File: src/rtl/ecp_pkg.sv
// Constants and types shared by the external control port logic.
// Assumes a single 40 MHz system clock and a 32-bit AHB-Lite register bus.
package ecp_pkg;

  // Register byte offsets
  localparam logic [7:0] ECP_CTRL_OFS = 8'h00;
  localparam logic [7:0] ECP_TRIG_WIDTH_OFS = 8'h04;
  localparam logic [7:0] ECP_STATE_OFS = 8'h08;
  localparam logic [7:0] ECP_TRIG_FIRE_OFS = 8'h0c;
  localparam logic [7:0] ECP_EVT_STATUS_OFS = 8'h10;
  localparam logic [7:0] ECP_EVT_CLEAR_OFS = 8'h14;
  localparam logic [7:0] ECP_EVT_ENABLE_OFS = 8'h18;
  localparam logic [7:0] ECP_RECALL_OFS = 8'h1c;
  localparam logic [7:0] ECP_PINS_OFS = 8'h20;

  // Control register fields
  localparam int ECP_CTRL_MODE_LSB = 0;
  localparam int ECP_CTRL_POL_BIT = 2;
  localparam int ECP_CTRL_TRIG_POL_BIT = 3;
  localparam int ECP_CTRL_REMOTE_BIT = 4;
  localparam int ECP_CTRL_FUNC_LSB = 5;
  localparam logic [6:0] ECP_CTRL_RESET = 7'h00;

  // State register fields
  localparam int ECP_ST_OUTPUT_BIT = 0;
  localparam int ECP_ST_PROTECT_BIT = 1;
  localparam int ECP_ST_LIMITER_BIT = 2;
  localparam int ECP_ST_CAL_BIT = 3;
  localparam int ECP_ST_BUSY_BIT = 4;
  localparam int ECP_ST_POWER_BIT = 5;
  localparam int ECP_ST_RANGE100_BIT = 6;
  localparam int ECP_ST_STEP_LSB = 7;
  localparam logic [8:0] ECP_STATE_RESET = 9'h000;

  // Trigger width in clock cycles
  localparam logic [15:0] ECP_TRIG_WIDTH_RESET = 16'h0001;

  // Command event bit positions (status, clear, enable share the layout)
  localparam int ECP_EV_OUT_OFF = 0;
  localparam int ECP_EV_OUT_ON = 1;
  localparam int ECP_EV_SEQ_START = 2;
  localparam int ECP_EV_SEQ_STOP = 3;
  localparam int ECP_EV_SEQ_HOLD = 4;
  localparam int ECP_EV_BRANCH1 = 5;
  localparam int ECP_EV_BRANCH2 = 6;
  localparam int ECP_EV_RECALL = 7;
  localparam int ECP_EV_PEAK_CLR = 8;
  localparam int ECP_NUM_EV = 9;
  localparam logic [8:0] ECP_EV_RESET = 9'h000;

  typedef enum logic [1:0] {
    ECP_MODE_DISABLED = 2'h0,
    ECP_MODE_ENABLED = 2'h1,
    ECP_MODE_LINK = 2'h2
  } ecp_mode_t;

  typedef enum logic [1:0] {
    ECP_FUNC_CONTINUOUS = 2'h0,
    ECP_FUNC_SEQUENCE = 2'h1,
    ECP_FUNC_SIMULATION = 2'h2
  } ecp_func_t;

  typedef enum logic [1:0] {
    ECP_TRG_IDLE = 2'h0,
    ECP_TRG_PULSE = 2'h1
  } ecp_trg_state_t;

endpackage

File: src/rtl/ecp_top.sv
// External control port: command input decoding, status pin drive and trigger pulse,
// with an AHB-Lite register slave. Assumes trig_request and bus signals are synchronous to clk; command and select pins pass two synchroniser flops.
//
// Decided for this implementation: the AHB-Lite slave port and the register offsets.
`timescale 1ns/1ps

module ecp_top (
  input wire logic clk,
  input wire logic rst_n,
  input wire logic hsel,
  input wire logic [31:0] haddr,
  input wire logic [1:0] htrans,
  input wire logic hwrite,
  input wire logic [2:0] hsize,
  input wire logic [31:0] hwdata,
  input wire logic hready,
  output logic [31:0] hrdata,
  output logic hreadyout,
  output logic hresp,
  input wire logic pin_output_off_n,
  input wire logic pin_output_on_n,
  input wire logic pin_seq_start_n,
  input wire logic pin_seq_stop_n,
  input wire logic pin_seq_hold_n,
  input wire logic pin_branch1_n,
  input wire logic pin_branch2_n,
  input wire logic pin_recall_n,
  input wire logic pin_mem_sel1,
  input wire logic pin_mem_sel2,
  input wire logic pin_peak_clear_n,
  input wire logic trig_request,
  output logic pin_power_state,
  output logic pin_output_state,
  output logic pin_protect,
  output logic pin_limiter,
  output logic pin_cal_state,
  output logic pin_sw_busy,
  output logic pin_range,
  output logic pin_step_code1,
  output logic pin_step_code2,
  output logic pin_trigger,
  output logic cmd_output_off,
  output logic cmd_output_on,
  output logic cmd_seq_start,
  output logic cmd_seq_stop,
  output logic cmd_seq_hold,
  output logic cmd_branch1,
  output logic cmd_branch2,
  output logic cmd_recall,
  output logic [1:0] recall_index,
  output ecp_pkg::ecp_func_t recall_kind,
  output logic recall_compile,
  output logic cmd_peak_clear,
  output logic companion_link_mode,
  output logic irq
);
  import ecp_pkg::*;

  ////////////////////////////////////////////////////////////////////////////
  // Register storage

  logic [6:0] ctrl_reg;
  logic [15:0] trig_width_reg;
  logic [8:0] state_reg;
  logic [8:0] evt_status_reg;
  logic [8:0] evt_enable_reg;
  logic [1:0] recall_index_reg;
  ecp_func_t recall_kind_reg;
  logic recall_compile_reg;
  logic [31:0] hrdata_reg;

  ecp_mode_t port_mode;
  ecp_func_t active_func;
  logic status_polarity_select;
  logic trig_pol_positive;
  logic remote_active;

  assign port_mode = ecp_mode_t'(ctrl_reg[ECP_CTRL_MODE_LSB +: 2]);
  assign active_func = ecp_func_t'(ctrl_reg[ECP_CTRL_FUNC_LSB +: 2]);
  assign status_polarity_select = ctrl_reg[ECP_CTRL_POL_BIT];
  assign trig_pol_positive = ctrl_reg[ECP_CTRL_TRIG_POL_BIT];
  assign remote_active = ctrl_reg[ECP_CTRL_REMOTE_BIT];

  ////////////////////////////////////////////////////////////////////////////
  // AHB-Lite slave: zero wait states, always OKAY

  logic dp_write_reg;
  logic [7:0] dp_addr_reg;
  logic ap_valid;
  logic [7:0] ap_addr;

  assign ap_valid = hsel && htrans[1] && hready;
  assign ap_addr = {haddr[7:2], 2'b00};
  assign hreadyout = 1'b1;
  assign hresp = 1'b0;
  assign hrdata = hrdata_reg;

  function automatic logic dp_wr(input logic [7:0] ofs, input logic wr, input logic [7:0] a);
    dp_wr = wr && (a == ofs);
  endfunction

  always_ff @(posedge clk or negedge rst_n) begin
    if (!rst_n) begin
      dp_write_reg <= 1'b0;
      dp_addr_reg <= 8'h00;
    end else begin
      dp_write_reg <= ap_valid && hwrite;
      dp_addr_reg <= ap_addr;
    end
  end

  // Synchronised pin levels, used for readback too
  logic [8:0] edge_sync_q;
  logic [1:0] sel_sync_q;
  logic [31:0] read_mux;

  always_comb begin
    read_mux = 32'h0000_0000;
    case (ap_addr)
      ECP_CTRL_OFS: read_mux[6:0] = ctrl_reg;
      ECP_TRIG_WIDTH_OFS: read_mux[15:0] = trig_width_reg;
      ECP_STATE_OFS: read_mux[8:0] = state_reg;
      ECP_EVT_STATUS_OFS: read_mux[8:0] = evt_status_reg;
      ECP_EVT_ENABLE_OFS: read_mux[8:0] = evt_enable_reg;
      ECP_RECALL_OFS: read_mux[4:0] = {recall_compile_reg, recall_kind_reg, recall_index_reg};
      ECP_PINS_OFS: read_mux[10:0] = {sel_sync_q, edge_sync_q};
      default: read_mux = 32'h0000_0000;
    endcase
  end

  // Read data is latched at the address phase so the data phase sees a flop
  always_ff @(posedge clk or negedge rst_n) begin
    if (!rst_n) begin
      hrdata_reg <= 32'h0000_0000;
    end else if (ap_valid && !hwrite) begin
      hrdata_reg <= read_mux;
    end
  end

  always_ff @(posedge clk or negedge rst_n) begin
    if (!rst_n) begin
      ctrl_reg <= ECP_CTRL_RESET;
      trig_width_reg <= ECP_TRIG_WIDTH_RESET;
      state_reg <= ECP_STATE_RESET;
      evt_enable_reg <= ECP_EV_RESET;
    end else begin
      if (dp_wr(ECP_CTRL_OFS, dp_write_reg, dp_addr_reg)) begin
        ctrl_reg <= hwdata[6:0];
      end
      if (dp_wr(ECP_TRIG_WIDTH_OFS, dp_write_reg, dp_addr_reg)) begin
        trig_width_reg <= hwdata[15:0];
      end
      if (dp_wr(ECP_STATE_OFS, dp_write_reg, dp_addr_reg)) begin
        state_reg <= hwdata[8:0];
      end
      if (dp_wr(ECP_EVT_ENABLE_OFS, dp_write_reg, dp_addr_reg)) begin
        evt_enable_reg <= hwdata[8:0];
      end
    end
  end

  ////////////////////////////////////////////////////////////////////////////
  // Command inputs

  logic [8:0] edge_pins_n;
  logic [8:0] edge_meta_q;
  logic [8:0] edge_last_q;
  logic [1:0] sel_meta_q;
  logic [8:0] fall_det;
  logic cmd_accept;
  logic [8:0] cmd_fire;

  assign edge_pins_n = {pin_peak_clear_n, pin_recall_n, pin_branch2_n, pin_branch1_n,
                        pin_seq_hold_n, pin_seq_stop_n, pin_seq_start_n, pin_output_on_n,
                        pin_output_off_n};

  always_ff @(posedge clk or negedge rst_n) begin
    if (!rst_n) begin
      edge_meta_q <= 9'h1ff;
      edge_sync_q <= 9'h1ff;
      edge_last_q <= 9'h1ff;
      sel_meta_q <= 2'h0;
      sel_sync_q <= 2'h0;
    end else begin
      edge_meta_q <= edge_pins_n;
      edge_sync_q <= edge_meta_q;
      edge_last_q <= edge_sync_q;
      sel_meta_q <= {pin_mem_sel2, pin_mem_sel1};
      sel_sync_q <= sel_meta_q;
    end
  end

  assign fall_det = edge_last_q & ~edge_sync_q;
  assign cmd_accept = (port_mode == ECP_MODE_ENABLED) && !remote_active;
  assign cmd_fire = cmd_accept ? fall_det : 9'h000;

  always_ff @(posedge clk or negedge rst_n) begin
    if (!rst_n) begin
      cmd_output_off <= 1'b0;
      cmd_output_on <= 1'b0;
      cmd_seq_start <= 1'b0;
      cmd_seq_stop <= 1'b0;
      cmd_seq_hold <= 1'b0;
      cmd_branch1 <= 1'b0;
      cmd_branch2 <= 1'b0;
      cmd_recall <= 1'b0;
      cmd_peak_clear <= 1'b0;
    end else begin
      cmd_output_off <= cmd_fire[ECP_EV_OUT_OFF];
      cmd_output_on <= cmd_fire[ECP_EV_OUT_ON];
      cmd_seq_start <= cmd_fire[ECP_EV_SEQ_START];
      cmd_seq_stop <= cmd_fire[ECP_EV_SEQ_STOP];
      cmd_seq_hold <= cmd_fire[ECP_EV_SEQ_HOLD];
      cmd_branch1 <= cmd_fire[ECP_EV_BRANCH1];
      cmd_branch2 <= cmd_fire[ECP_EV_BRANCH2];
      cmd_recall <= cmd_fire[ECP_EV_RECALL];
      cmd_peak_clear <= cmd_fire[ECP_EV_PEAK_CLR];
    end
  end

  always_ff @(posedge clk or negedge rst_n) begin
    if (!rst_n) begin
      recall_index_reg <= 2'h0;
      recall_kind_reg <= ECP_FUNC_CONTINUOUS;
      recall_compile_reg <= 1'b0;
    end else if (cmd_fire[ECP_EV_RECALL]) begin
      recall_index_reg <= sel_sync_q;
      recall_kind_reg <= active_func;
      recall_compile_reg <= (active_func == ECP_FUNC_SEQUENCE) ||
                            (active_func == ECP_FUNC_SIMULATION);
    end
  end

  assign recall_index = recall_index_reg;
  assign recall_kind = recall_kind_reg;
  assign recall_compile = recall_compile_reg;

  ////////////////////////////////////////////////////////////////////////////
  // Event status, clear and interrupt

  logic [8:0] evt_clear;

  assign evt_clear = dp_wr(ECP_EVT_CLEAR_OFS, dp_write_reg, dp_addr_reg) ? hwdata[8:0] : 9'h000;

  // A new event in the clear cycle survives the clear
  always_ff @(posedge clk or negedge rst_n) begin
    if (!rst_n) begin
      evt_status_reg <= ECP_EV_RESET;
    end else begin
      evt_status_reg <= (evt_status_reg & ~evt_clear) | cmd_fire;
    end
  end

  always_ff @(posedge clk or negedge rst_n) begin
    if (!rst_n) begin
      irq <= 1'b0;
    end else begin
      irq <= |((evt_status_reg & ~evt_clear | cmd_fire) & evt_enable_reg);
    end
  end

  ////////////////////////////////////////////////////////////////////////////
  // Trigger pulse

  ecp_trg_state_t trg_state;
  logic [15:0] trg_count;
  logic trg_fire;
  logic [15:0] trg_len;

  assign trg_fire = trig_request || (dp_wr(ECP_TRIG_FIRE_OFS, dp_write_reg, dp_addr_reg) && hwdata[0]);
  // A zero width would wrap the counter to a 65536-cycle pulse, so it counts as one cycle
  assign trg_len = (trig_width_reg == 16'h0000) ? 16'h0001 : trig_width_reg;

  // width counter; a request during a pulse is dropped
  always_ff @(posedge clk or negedge rst_n) begin
    if (!rst_n) begin
      trg_state <= ECP_TRG_IDLE;
      trg_count <= 16'h0000;
    end else begin
      case (trg_state)
        ECP_TRG_IDLE: begin
          if (trg_fire && port_mode != ECP_MODE_LINK) begin
            trg_state <= ECP_TRG_PULSE;
            trg_count <= trg_len - 16'h0001;
          end
        end
        ECP_TRG_PULSE: begin
          if (trg_count == 16'h0000) begin
            trg_state <= ECP_TRG_IDLE;
          end else begin
            trg_count <= trg_count - 16'h0001;
          end
        end
        default: begin
          trg_state <= ECP_TRG_IDLE;
          trg_count <= 16'h0000;
        end
      endcase
    end
  end

  ////////////////////////////////////////////////////////////////////////////
  // Status pins

  logic link_active;
  logic inv_n;

  assign link_active = (port_mode == ECP_MODE_LINK);
  // Negative polarity drives the active sense low
  assign inv_n = !status_polarity_select;

  // pins held low in link mode
  always_ff @(posedge clk or negedge rst_n) begin
    if (!rst_n) begin
      pin_power_state <= 1'b0;
      pin_output_state <= 1'b1;
      pin_protect <= 1'b1;
      pin_limiter <= 1'b1;
      pin_cal_state <= 1'b1;
      pin_sw_busy <= 1'b1;
      pin_range <= 1'b0;
      pin_step_code1 <= 1'b0;
      pin_step_code2 <= 1'b0;
      // Idle level of the negative trigger polarity that CTRL resets to, so no false pulse edge
      pin_trigger <= 1'b1;
      companion_link_mode <= 1'b0;
    end else if (link_active) begin
      pin_power_state <= 1'b0;
      pin_output_state <= 1'b0;
      pin_protect <= 1'b0;
      pin_limiter <= 1'b0;
      pin_cal_state <= 1'b0;
      pin_sw_busy <= 1'b0;
      pin_range <= 1'b0;
      pin_step_code1 <= 1'b0;
      pin_step_code2 <= 1'b0;
      pin_trigger <= 1'b0;
      companion_link_mode <= 1'b1;
    end else begin
      pin_power_state <= state_reg[ECP_ST_POWER_BIT];
      pin_range <= state_reg[ECP_ST_RANGE100_BIT];
      pin_output_state <= state_reg[ECP_ST_OUTPUT_BIT] ^ inv_n;
      pin_cal_state <= state_reg[ECP_ST_CAL_BIT] ^ inv_n;
      pin_protect <= state_reg[ECP_ST_PROTECT_BIT] ^ inv_n;
      pin_limiter <= state_reg[ECP_ST_LIMITER_BIT] ^ inv_n;
      pin_sw_busy <= state_reg[ECP_ST_BUSY_BIT] ^ inv_n;
      pin_step_code1 <= state_reg[ECP_ST_STEP_LSB];
      pin_step_code2 <= state_reg[ECP_ST_STEP_LSB + 1];
      pin_trigger <= (trg_state == ECP_TRG_PULSE) ~^ trig_pol_positive;
      companion_link_mode <= 1'b0;
    end
  end

endmodule

File: config.mk
export PLATFORM = sky130hd
export DESIGN_NAME = ecp_top
export DESIGN_NICKNAME = d
export VERILOG_FILES = /design/src/rtl/ecp_pkg.sv /design/src/rtl/ecp_top.sv
export SDC_FILE = /design/constraint.sdc
export NUM_CORES = 1
export LEC_CHECK = 0
export ABC_AREA = 1
export BUFFER_PORTS_ARGS = -buffer_cell sky130_fd_sc_hd__buf_2
export CORE_ASPECT_RATIO = 1.2
export CORE_UTILIZATION = 50
export DETAILED_ROUTE_END_ITERATION = 8
export GPL_TIMING_DRIVEN = 1
export MAX_ROUTING_LAYER = met4
export PLACE_DENSITY_LB_ADDON = 0.08
export SLEW_MARGIN = 20
export SYNTH_ARGS = -nofsm -noshare
export SYNTH_HDL_FRONTEND = slang
export SYNTH_SLANG_ARGS = --single-unit
File: constraint.sdc
create_clock -name clk -period 4.1 [get_ports clk]
set_input_delay 0.82 -clock clk [delete_from_list [all_inputs] [get_ports clk]]
set_output_delay 0.82 -clock clk [all_outputs]
set_load 0.005 [all_outputs]
==> results.py, run 1 <==
metrics = {
    "timing": {
        "finalSetupViolCount": 0,
        "fmax_ghz": 0.436,
        "rsz0062_at_grt": "no",
        "fin_tns_setup_ns": 0,
        "maxSlewViolCount": 0,
        "min_period_ns": 2.30,
        "relSlewSlack_pct": 43.5,
        "period_share_pct": 56.0,
        "hold_ws_ns": 0.352,
        "hold_viol": 0,
        "tightest_slew_ns": 0.845,
        "finalClockSkew_ns": 0.00786,
    },
    "global_route": {
        "grt.total_usage_pct": 26.3,
        "grt_first_pass_wirelength_um": 25600,
        "grt_max_degree": 86,
        "antenna_found_initial": 0,
        "grt_pass1_vias": 5038,
        "grt-ovfl-total": 0,
    },
    "route": {
        "via_per_inst": 5.16,
        "drc": 0,
        "routed_wl_um": 15800,
        "detail-route-antenna-nets": 0,
        "drt-initial-drc-count": 301,
        "firstDrtPassIters": 5,
        "vias": 5138,
        "wl_per_cell_um": 15.8,
    },
    "run": {
        "cap_violations": 0,
    },
    "cells_and_area": {
        "area_growth_syn_to_layout_pct": 16.6,
        "nets": 906,
        "seq_area_sq_mm": 0.00372,
        "multi_input_area_sq_mm": 0.00224,
        "antenna_cells": 0,
        "final_layout_size_suffix_gt1_share_pct": 21.9,
        "fillers": 1139,
    },
    "clock_tree": {
        "numCtsBuffers": 17,
        "cts_hold_buf": 0,
        "ctsHtreeMaxLevel": 4,
        "cts.repair.resized": 0,
        "root_buffer": "clkbuf_16",
        "clk_latency_ns": 0.43,
        "clkSinkCount": 147,
        "cts.reportedPaths.clkPinSlew_ns": 0.06,
        "cts_tree": "done",
        "cts_buffer_depth": 2,
        "post-cts-setup-buffers": 0,
    },
    "critical_path": {
        "critPathKind": "reg -> reg",
        "path_buf_inv": 1,
        "cp.required_ns": 4.37,
        "critPathLaunchType": "flip-flop",
        "path_cells": "nor4_1 -> nand3_1 -> nand2_1 -> nand2_1 -> inv_1 -> o21ai_0",
        "worst_setup_path_end_kind": "flip-flop",
        "critPathTopFamily": "simple AND/OR/NAND/NOR gates",
        "path_common_cell": "nand2_1",
        "rr_worst_depth": 6,
        "critPathMaxStageDelay_ns": 0.60,
        "r2r_end": "trg_count[3]",
        "cp_max_fo": 22,
        "timing.rr.start": "trg_count[15]",
        "rrSetupSlack_ns": 1.80,
        "worst_path_max_delay_cell": "inv_1",
        "arrival_ns": 2.57,
    },
    "logic_synthesis": {
        "synth_edf_count": 0,
        "syn-instance-count": 734,
        "ys_types": 37,
        "synthFlopType": "dfrtp_1",
        "synth_seq_cells": 147,
        "avgSynthCellArea_sq_um": 8.83,
        "yosys_warnings": 0,
        "syn_area_sq_mm": 0.00648,
        "ys_async_sr_fraction_pct": 100,
        "yosysSeqAreaShare_pct": 57.4,
    },
    "placement": {
        "place_hpwl_um": 11500,
        "gp_congestion": 0.860,
        "port_buffers": 81,
    },
    "die": {
        "die_w_um": 106,
        "design.die.area_sq_mm": 0.0134,
        "rows": 45,
        "die_h_um": 127,
        "coreArea_sq_mm": 0.0127,
        "start_util_pct": 51.1,
        "ios": 146,
    },
    "hold_path": {
        "hp-class": "reg -> reg",
        "holdPathStages": 0,
        "worst_hold_startpoint": "edge_meta_q[1]",
        "min_to": "edge_sync_q[1]",
    },
    "power": {
        "irDropWorstVdd_v": 0.000248,
        "power_density_mw_per_mm2": 439,
        "p_leak_nw": 3.73,
    },
    "outcome": {
        "outcome": "finished, final reports clean",
    },
}
==> cells in the mapped netlist, types with 2 or more instances <==
cell	n	share of area, %
o21bai_1	3	0.35
clkbuf_1	7	0.41
o21ai_1	8	0.62
buf_2	4	0.31
dfrtp_1	113	44
nand4_1	10	0.97
nand2_2	14	1.4
o21ai_2	3	0.41
xor2_1	4	0.54
nor2_1	65	3.8
nor3_1	4	0.31
o21ai_0	62	4.8
dfstp_2	34	14
inv_1	89	5.2
inv_2	2	0.12
nor2_4	3	0.52
nor3_2	2	0.31
o22ai_1	12	1.2
o31ai_1	5	0.58
nand3_1	29	2.2
a21oi_1	28	2.2
buf_6	2	0.35
conb_1	2	0.12
a22oi_1	5	0.58
nor4_1	2	0.19
nor2_2	9	0.87
nand2_1	184	11
buf_4	20	2.3
==> worst reg2reg max path: stages (launching register included) <==
cell     delay [ns]
dfrtp_1        0.40
nor4_1         0.47
nand3_1        0.13
nand2_1        0.08
nand2_1        0.26
inv_1          0.60
o21ai_0        0.21
==> per-layer routing <==
metal	up-vias	track usage [%]	part of all wire, %
met4	0	12.7	3.6
met3	34	5.81	4.0
met5	-	-	0
met1	2467	30.9	42
met2	151	43.1	51
li1	2486	-	-
==> cells by family (layout without fill, tap and decap cells) <==
| family | count (synthesis) | in the layout | synth area share, % |
|---|---|---|---|
| muxes | 1 | 1 | 0.174 |
| xor gates and xnor gates | 5 | 5 | 0.676 |
| other | 2 | 18 | 0.116 |
| AOI/OAI and AO/OA | 128 | 128 | 10.9 |
| DFF | 147 | 147 | 57.4 |
| adders and majority gates | 1 | 1 | 0.193 |
| and+or+nand+nor | 324 | 324 | 21.6 |
| buffers and inverters | 126 | 208 | 8.94 |
==> where the power goes <==
part,internal [mW],total [mW],switching (mW)
Clock,0.959,1.56,0.605
Combinational,0.0651,0.180,0.115
Sequential,1.53,1.58,0.0416
==> area by class of cell <==
cell class	count	area share (%)
well taps	164	2.72
multi-input cells	477	29.6
repair buffers	84	5.91
inverters	92	4.57
flip-flops and latches	147	49.3
clock inverters	12	2.10
clock buffers	20	5.78
==> placed cells by master, fill, tap and decap left out, types with 4 or more instances in the layout <==
master     instances
nand2_1          184
dfrtp_1          113
inv_1             89
buf_2             80
nor2_1            65
o21ai_0           62
dfstp_2           34
nand3_1           29
a21oi_1           28
conb_1            18
clkbuf_16         17
nand2_2           14
o22ai_1           12
nand4_1           10
nor2_2             9
o21ai_1            8
a22oi_1            5
o31ai_1            5
nor3_1             4
xor2_1             4
clkinv_4           4
==> metrics by stage <==
stage / utilization (%) / cells / cell area (sq um) / power [mW] / setup WS (ns)
2_1_floorplan: - / 750 / 6540 / 1.68 / 2.25
3_3_place_gp: 54.9 / 964 / 6960 / 1.77 / 1.54
3_5_place_dp: 54.9 / 964 / 6960 / 1.78 / 1.51
4_1_cts: 59.6 / 996 / 7550 / 3.35 / 1.76
5_1_grt: 59.6 / 996 / 7550 / 3.44 / 1.51
6_report: 59.6 / 996 / 7550 / 3.32 / 1.80
==> worst max-delay path by stage <==
stage                             start           end  depth (start not counted)
after floorplan                  hready    hrdata[10]                          6
after global placement           hready     hrdata[7]                          8
after detailed placement         hready     hrdata[7]                          8
after CTS                 trg_count[15]  trg_count[3]                          6
after global routing      trg_count[15]  trg_count[3]                          6
final                     trg_count[15]  trg_count[3]                          6
(Power assumes the default switching activity.)
==> run 2, diff against run 1 <==
- clock period: 4.1 -> 2.2 ns (I/O delays scaled with it)
==> results.py, run 2 (synthesis gave the netlist of run 1 again) <==
metrics = {
    "cells_and_area": {
        "final_layout_size_suffix_gt1_share_pct": 23.6,
        "utilization_pct": 61.6,
        "area_growth_syn_to_layout_pct": 20.4,
        "fin_cells": 1015,
        "layout_commonest_cell": "nand2_1",
        "fillers": 1155,
        "multi_input_area_sq_mm": 0.00224,
        "seq_area_sq_mm": 0.00372,
        "final_cell_mix": "184 x nand2_1, 113 x dfrtp_1, 89 x inv_1",
        "nets": 925,
        "postLayoutCellArea_sq_mm": 0.00780,
        "antenna_cells": 0,
    },
    "timing": {
        "period_share_pct": 88.4,
        "finalClockSkew_ns": 0.00859,
        "maxSlewViolCount": 0,
        "rsz0062_at_grt": "no",
        "layout_setup_ws_ns": 0.256,
        "min_period_ns": 1.94,
        "fmax_ghz": 0.514,
        "finalSetupViolCount": 0,
        "hold_ws_ns": 0.104,
        "hold_viol": 0,
        "relSlewSlack_pct": 52.3,
        "fin_tns_setup_ns": 0,
        "tightest_slew_ns": 0.714,
    },
    "clock_tree": {
        "numCtsBuffers": 17,
        "root_buffer": "clkbuf_16",
        "ctsHtreeMaxLevel": 4,
        "cts_buffer_depth": 2,
        "cts.reportedPaths.clkPinSlew_ns": 0.06,
        "cts_hold_buf": 1,
        "cts_tree": "done",
        "clk_latency_ns": 0.43,
        "post-cts-setup-buffers": 0,
        "clkSinkCount": 147,
        "cts.repair.resized": 0,
    },
    "placement": {
        "place_worst_setup_slack_ns": 0.277,
        "dp_cells": 982,
        "gp_congestion": 0.872,
        "port_buffers": 81,
        "place_hpwl_um": 11900,
        "placed_area_sq_mm": 0.00712,
    },
    "critical_path": {
        "cp_max_fo": 4,
        "critPathLaunchType": "flip-flop",
        "critPathKind": "reg -> reg",
        "worst_setup_path_end_kind": "flip-flop",
        "cp.required_ns": 2.51,
        "arrival_ns": 2.26,
    },
    "die": {
        "rows": 45,
        "coreArea_sq_mm": 0.0127,
        "design.die.area_sq_mm": 0.0134,
        "start_util_pct": 51.1,
        "die_w_um": 106,
        "die_h_um": 127,
        "ios": 146,
    },
    "route": {
        "top_layer_used": "met4",
        "wl_per_cell_um": 15.9,
        "drt-met1-wl_um": 6310,
        "routed_wl_um": 16100,
        "wl_met2_um": 8420,
        "drt-initial-drc-count": 282,
        "via_per_inst": 5.07,
        "firstDrtPassIters": 5,
        "drc": 0,
        "routed-wl-met3_um": 754,
        "vias": 5148,
        "detail-route-antenna-nets": 0,
    },
    "global_route": {
        "grt.total_usage_pct": 27.0,
        "antenna_found_initial": 0,
        "grt_max_degree": 53,
        "grt_pass1_vias": 5033,
        "grt-ovfl-total": 0,
        "grt_first_pass_wirelength_um": 25900,
    },
    "power": {
        "p_leak_nw": 3.88,
        "irDropWorstVdd_v": 0.000573,
        "power_density_mw_per_mm2": 837,
        "p_total_mw": 6.53,
    },
    "outcome": {
        "outcome": "finished, final reports clean",
    },
    "hold_path": {
        "hp-class": "in -> reg",
    },
    "run": {
        "cap_violations": 0,
    },
}
[run 2: cell types whose count changed in the layout (fill, tap and decap cells not counted), sizes merged]
| cell | change |
|---|---|
| buf | +18 |
| bufinv | +2 |
| clkbuf | +4 |
| dlygate4sd3 | +1 |
| clkinv | -4 |
| clkinvlp | -1 |
| inv | -1 |
[run 2: critical path, stage by stage, from the launching register on]
cell and delay (ns):
dfrtp_1 0.42, nor2_1 0.12, nand2_1 0.06, nor2_1 0.24
nand2_1 0.09, nand2_1 0.09, nand2_2 0.06, ha_1 0.21
inv_1 0.15, nor2_4 0.07, nand2_2 0.08, xor2_1 0.16
o21ai_1 0.08
[run 2: path summary, 6_finish.rpt]
| kind | to | cells past startpoint | from | slack [ns] |
|---|---|---|---|---|
| worst min-delay path | edge_meta_q[7] | 1 | pin_recall_n | 0.10 |
| min in group asynchronous | irq | 2 | rst_n | 0.53 |
| max in group asynchronous | trig_width_reg[0] | 3 | rst_n | 0.94 |
| worst max-delay path | trg_count[8] | 12 | trig_width_reg[10] | 0.26 |
| worst max register to register | trg_count[8] | 12 | trig_width_reg[10] | 0.26 |
| worst min register to register | sel_sync_q[0] | 0 | sel_meta_q[0] | 0.35 |
[run 2: layer usage]
metal / global-route usage [%] / vias to the layer above
met1: 30.8 / 2428
met4: 16.2 / 0
met3: 5.04 / 41
li1: - / 2519
met5: - / -
met2: 44.1 / 160
[run 2: area by class of cell]
cell class / instances / share of cell area [%]
timing repair buffer: 103 / 7.91
tap: 164 / 2.63
clock inverter: 8 / 2.20
sequential: 147 / 47.7
multi-input combinational: 477 / 28.7
clock buffer: 24 / 6.43
inverter: 92 / 4.43
[run 2: report_power, final]
part	total [mW]	internal (mW)	switching (mW)
logic	0.354	0.131	0.222
clock network	3.24	2.16	1.08
registers	2.93	2.86	0.0733
total	6.53	5.15	1.38
==> run 3, diff against run 2 <==
- PLACE_DENSITY: unset -> 0.77
- PLACE_DENSITY_LB_ADDON: 0.08 -> unset
- SLEW_MARGIN: 20 -> unset
==> results.py, run 3 (synthesis gave the netlist of run 1 again) <==
metrics = {
    "outcome": {
        "outcome": "finished, violations left",
        "failed_checks": "hold timing",
    },
    "timing": {
        "period_share_pct": 90.2,
        "relSlewSlack_pct": 55.3,
        "hold_viol": 2,
        "finalClockSkew_ns": 0.0109,
        "rsz0062_at_grt": "no",
        "tightest_slew_ns": 0.670,
        "min_period_ns": 1.98,
        "maxSlewViolCount": 0,
        "hold_ws_ns": -0.00621,
        "fin_tns_setup_ns": 0,
        "fmax_ghz": 0.504,
        "finalSetupViolCount": 0,
    },
    "critical_path": {
        "cp.required_ns": 2.50,
        "arrival_ns": 2.29,
        "worst_setup_path_end_kind": "flip-flop",
        "cp_max_fo": 14,
        "critPathKind": "reg -> reg",
        "rrSetupSlack_ns": 0.22,
        "critPathLaunchType": "flip-flop",
    },
    "route": {
        "via_per_inst": 5.24,
        "drt-initial-drc-count": 368,
        "drc": 0,
        "wl_per_cell_um": 15.0,
        "detail-route-antenna-nets": 0,
        "routed_wl_um": 15200,
        "firstDrtPassIters": 5,
        "vias": 5321,
    },
    "die": {
        "die_h_um": 127,
        "die_w_um": 106,
        "ios": 146,
        "start_util_pct": 51.1,
        "design.die.area_sq_mm": 0.0134,
        "rows": 45,
        "coreArea_sq_mm": 0.0127,
    },
    "cells_and_area": {
        "utilization_pct": 61.1,
        "antenna_cells": 0,
        "area_growth_syn_to_layout_pct": 19.5,
        "layout_commonest_cell": "nand2_1",
        "final_cell_mix": "184 x nand2_1, 113 x dfrtp_1, 89 x inv_1",
        "fillers": 1083,
        "nets": 926,
        "postLayoutCellArea_sq_mm": 0.00774,
        "final_layout_size_suffix_gt1_share_pct": 24.0,
    },
    "power": {
        "combPwrFrac_pct": 5.6,
        "power_density_mw_per_mm2": 813,
        "p_switching_mw": 1.38,
        "internal-power_mw": 4.92,
        "swShare_pct": 21.9,
        "p_total_mw": 6.30,
        "p_leak_nw": 3.85,
        "power_frac_clock_pct": 47.9,
        "power_frac_seq_pct": 46.6,
        "irDropWorstVdd_v": 0.000532,
    },
    "clock_tree": {
        "clk_latency_ns": 0.42,
        "cts.repair.resized": 0,
        "cts_hold_buf": 0,
        "clkSinkCount": 147,
        "post-cts-setup-buffers": 0,
        "cts_tree": "done",
        "ctsHtreeMaxLevel": 4,
        "cts_buffer_depth": 2,
        "numCtsBuffers": 17,
        "root_buffer": "clkbuf_16",
        "cts.reportedPaths.clkPinSlew_ns": 0.06,
    },
    "global_route": {
        "use_met3_pct": 5.91,
        "grt_max_degree": 58,
        "grt.total_usage_pct": 25.2,
        "grtUsageMet1_pct": 32.3,
        "grt_pass1_vias": 4963,
        "grtUsageMet2_pct": 39.0,
        "grt-ovfl-total": 0,
        "grt_first_pass_wirelength_um": 24900,
        "globalRoute.busiestLayer": "met2",
        "antenna_found_initial": 0,
    },
    "placement": {
        "gp_congestion": 0.912,
        "placed_area_sq_mm": 0.00712,
        "port_buffers": 81,
        "place_hpwl_um": 11000,
    },
    "run": {
        "cap_violations": 0,
    },
    "hold_path": {
        "hp-class": "in -> async",
    },
}
## run 3: per-stage QoR
stage          instances  hold WS [ns]  worst slack (ns)
3_3_place_gp         984         0.335             0.254
5_1_grt             1015        0.0337            0.0674
2_1_floorplan        750         0.144             0.459
4_1_cts             1015        0.0141             0.230
3_5_place_dp         984         0.335             0.260
6_report            1015      -0.00621             0.216
## run 3: layout make-up
type	instances	area, sq um	share of cell area (%)
clock buffers	19	443	5.72
clock inverters	12	180	2.33
inverters	92	345	4.46
multi-input cells	477	2240	28.9
flip-flops and latches	147	3720	48.0
well taps	164	205	2.65
repair buffers	104	609	7.87
## run 3: worst max-delay path, cell delays in order, from the launching register on
cell and delay (ns):
dfrtp_1 0.70, inv_2 0.07, buf_4 0.20, nand2_1 0.13
nand2_2 0.09, nor2_2 0.10, nand2_1 0.11, nor2_1 0.14
nand4_1 0.10, nand2_1 0.08, nand2_1 0.05, nand2_1 0.06
nand2_1 0.05
## run 3: final timing paths
path | depth (start not counted) | startpoint | endpoint
worst max-delay path | 12 | trg_state[0] | trg_count[15]
worst min-delay path | 1 | rst_n | hrdata[11]
worst max register to register | 12 | trg_state[0] | trg_count[15]
worst min register to register | 0 | sel_meta_q[1] | sel_sync_q[1]
max in group asynchronous | 2 | rst_n | pin_output_state
min in group clk | 1 | pin_branch1_n | edge_meta_q[5]
## run 3: power groups by stage
stage	Clock, mW	Sequential (mW)	Combinational, mW
3_5_place_dp	0	2.98	0.350
5_1_grt	3.20	2.94	0.398
2_1_floorplan	0	2.96	0.159
4_1_cts	3.05	2.93	0.355
3_3_place_gp	0	2.97	0.343
6_report	3.01	2.93	0.350
## run 3: per-layer routing
metal	part of all wire [%]	vias to the layer above
li1	-	2514
met1	41	2559
met2	49	207
met3	6.5	41
met4	3.2	0
met5	0	-
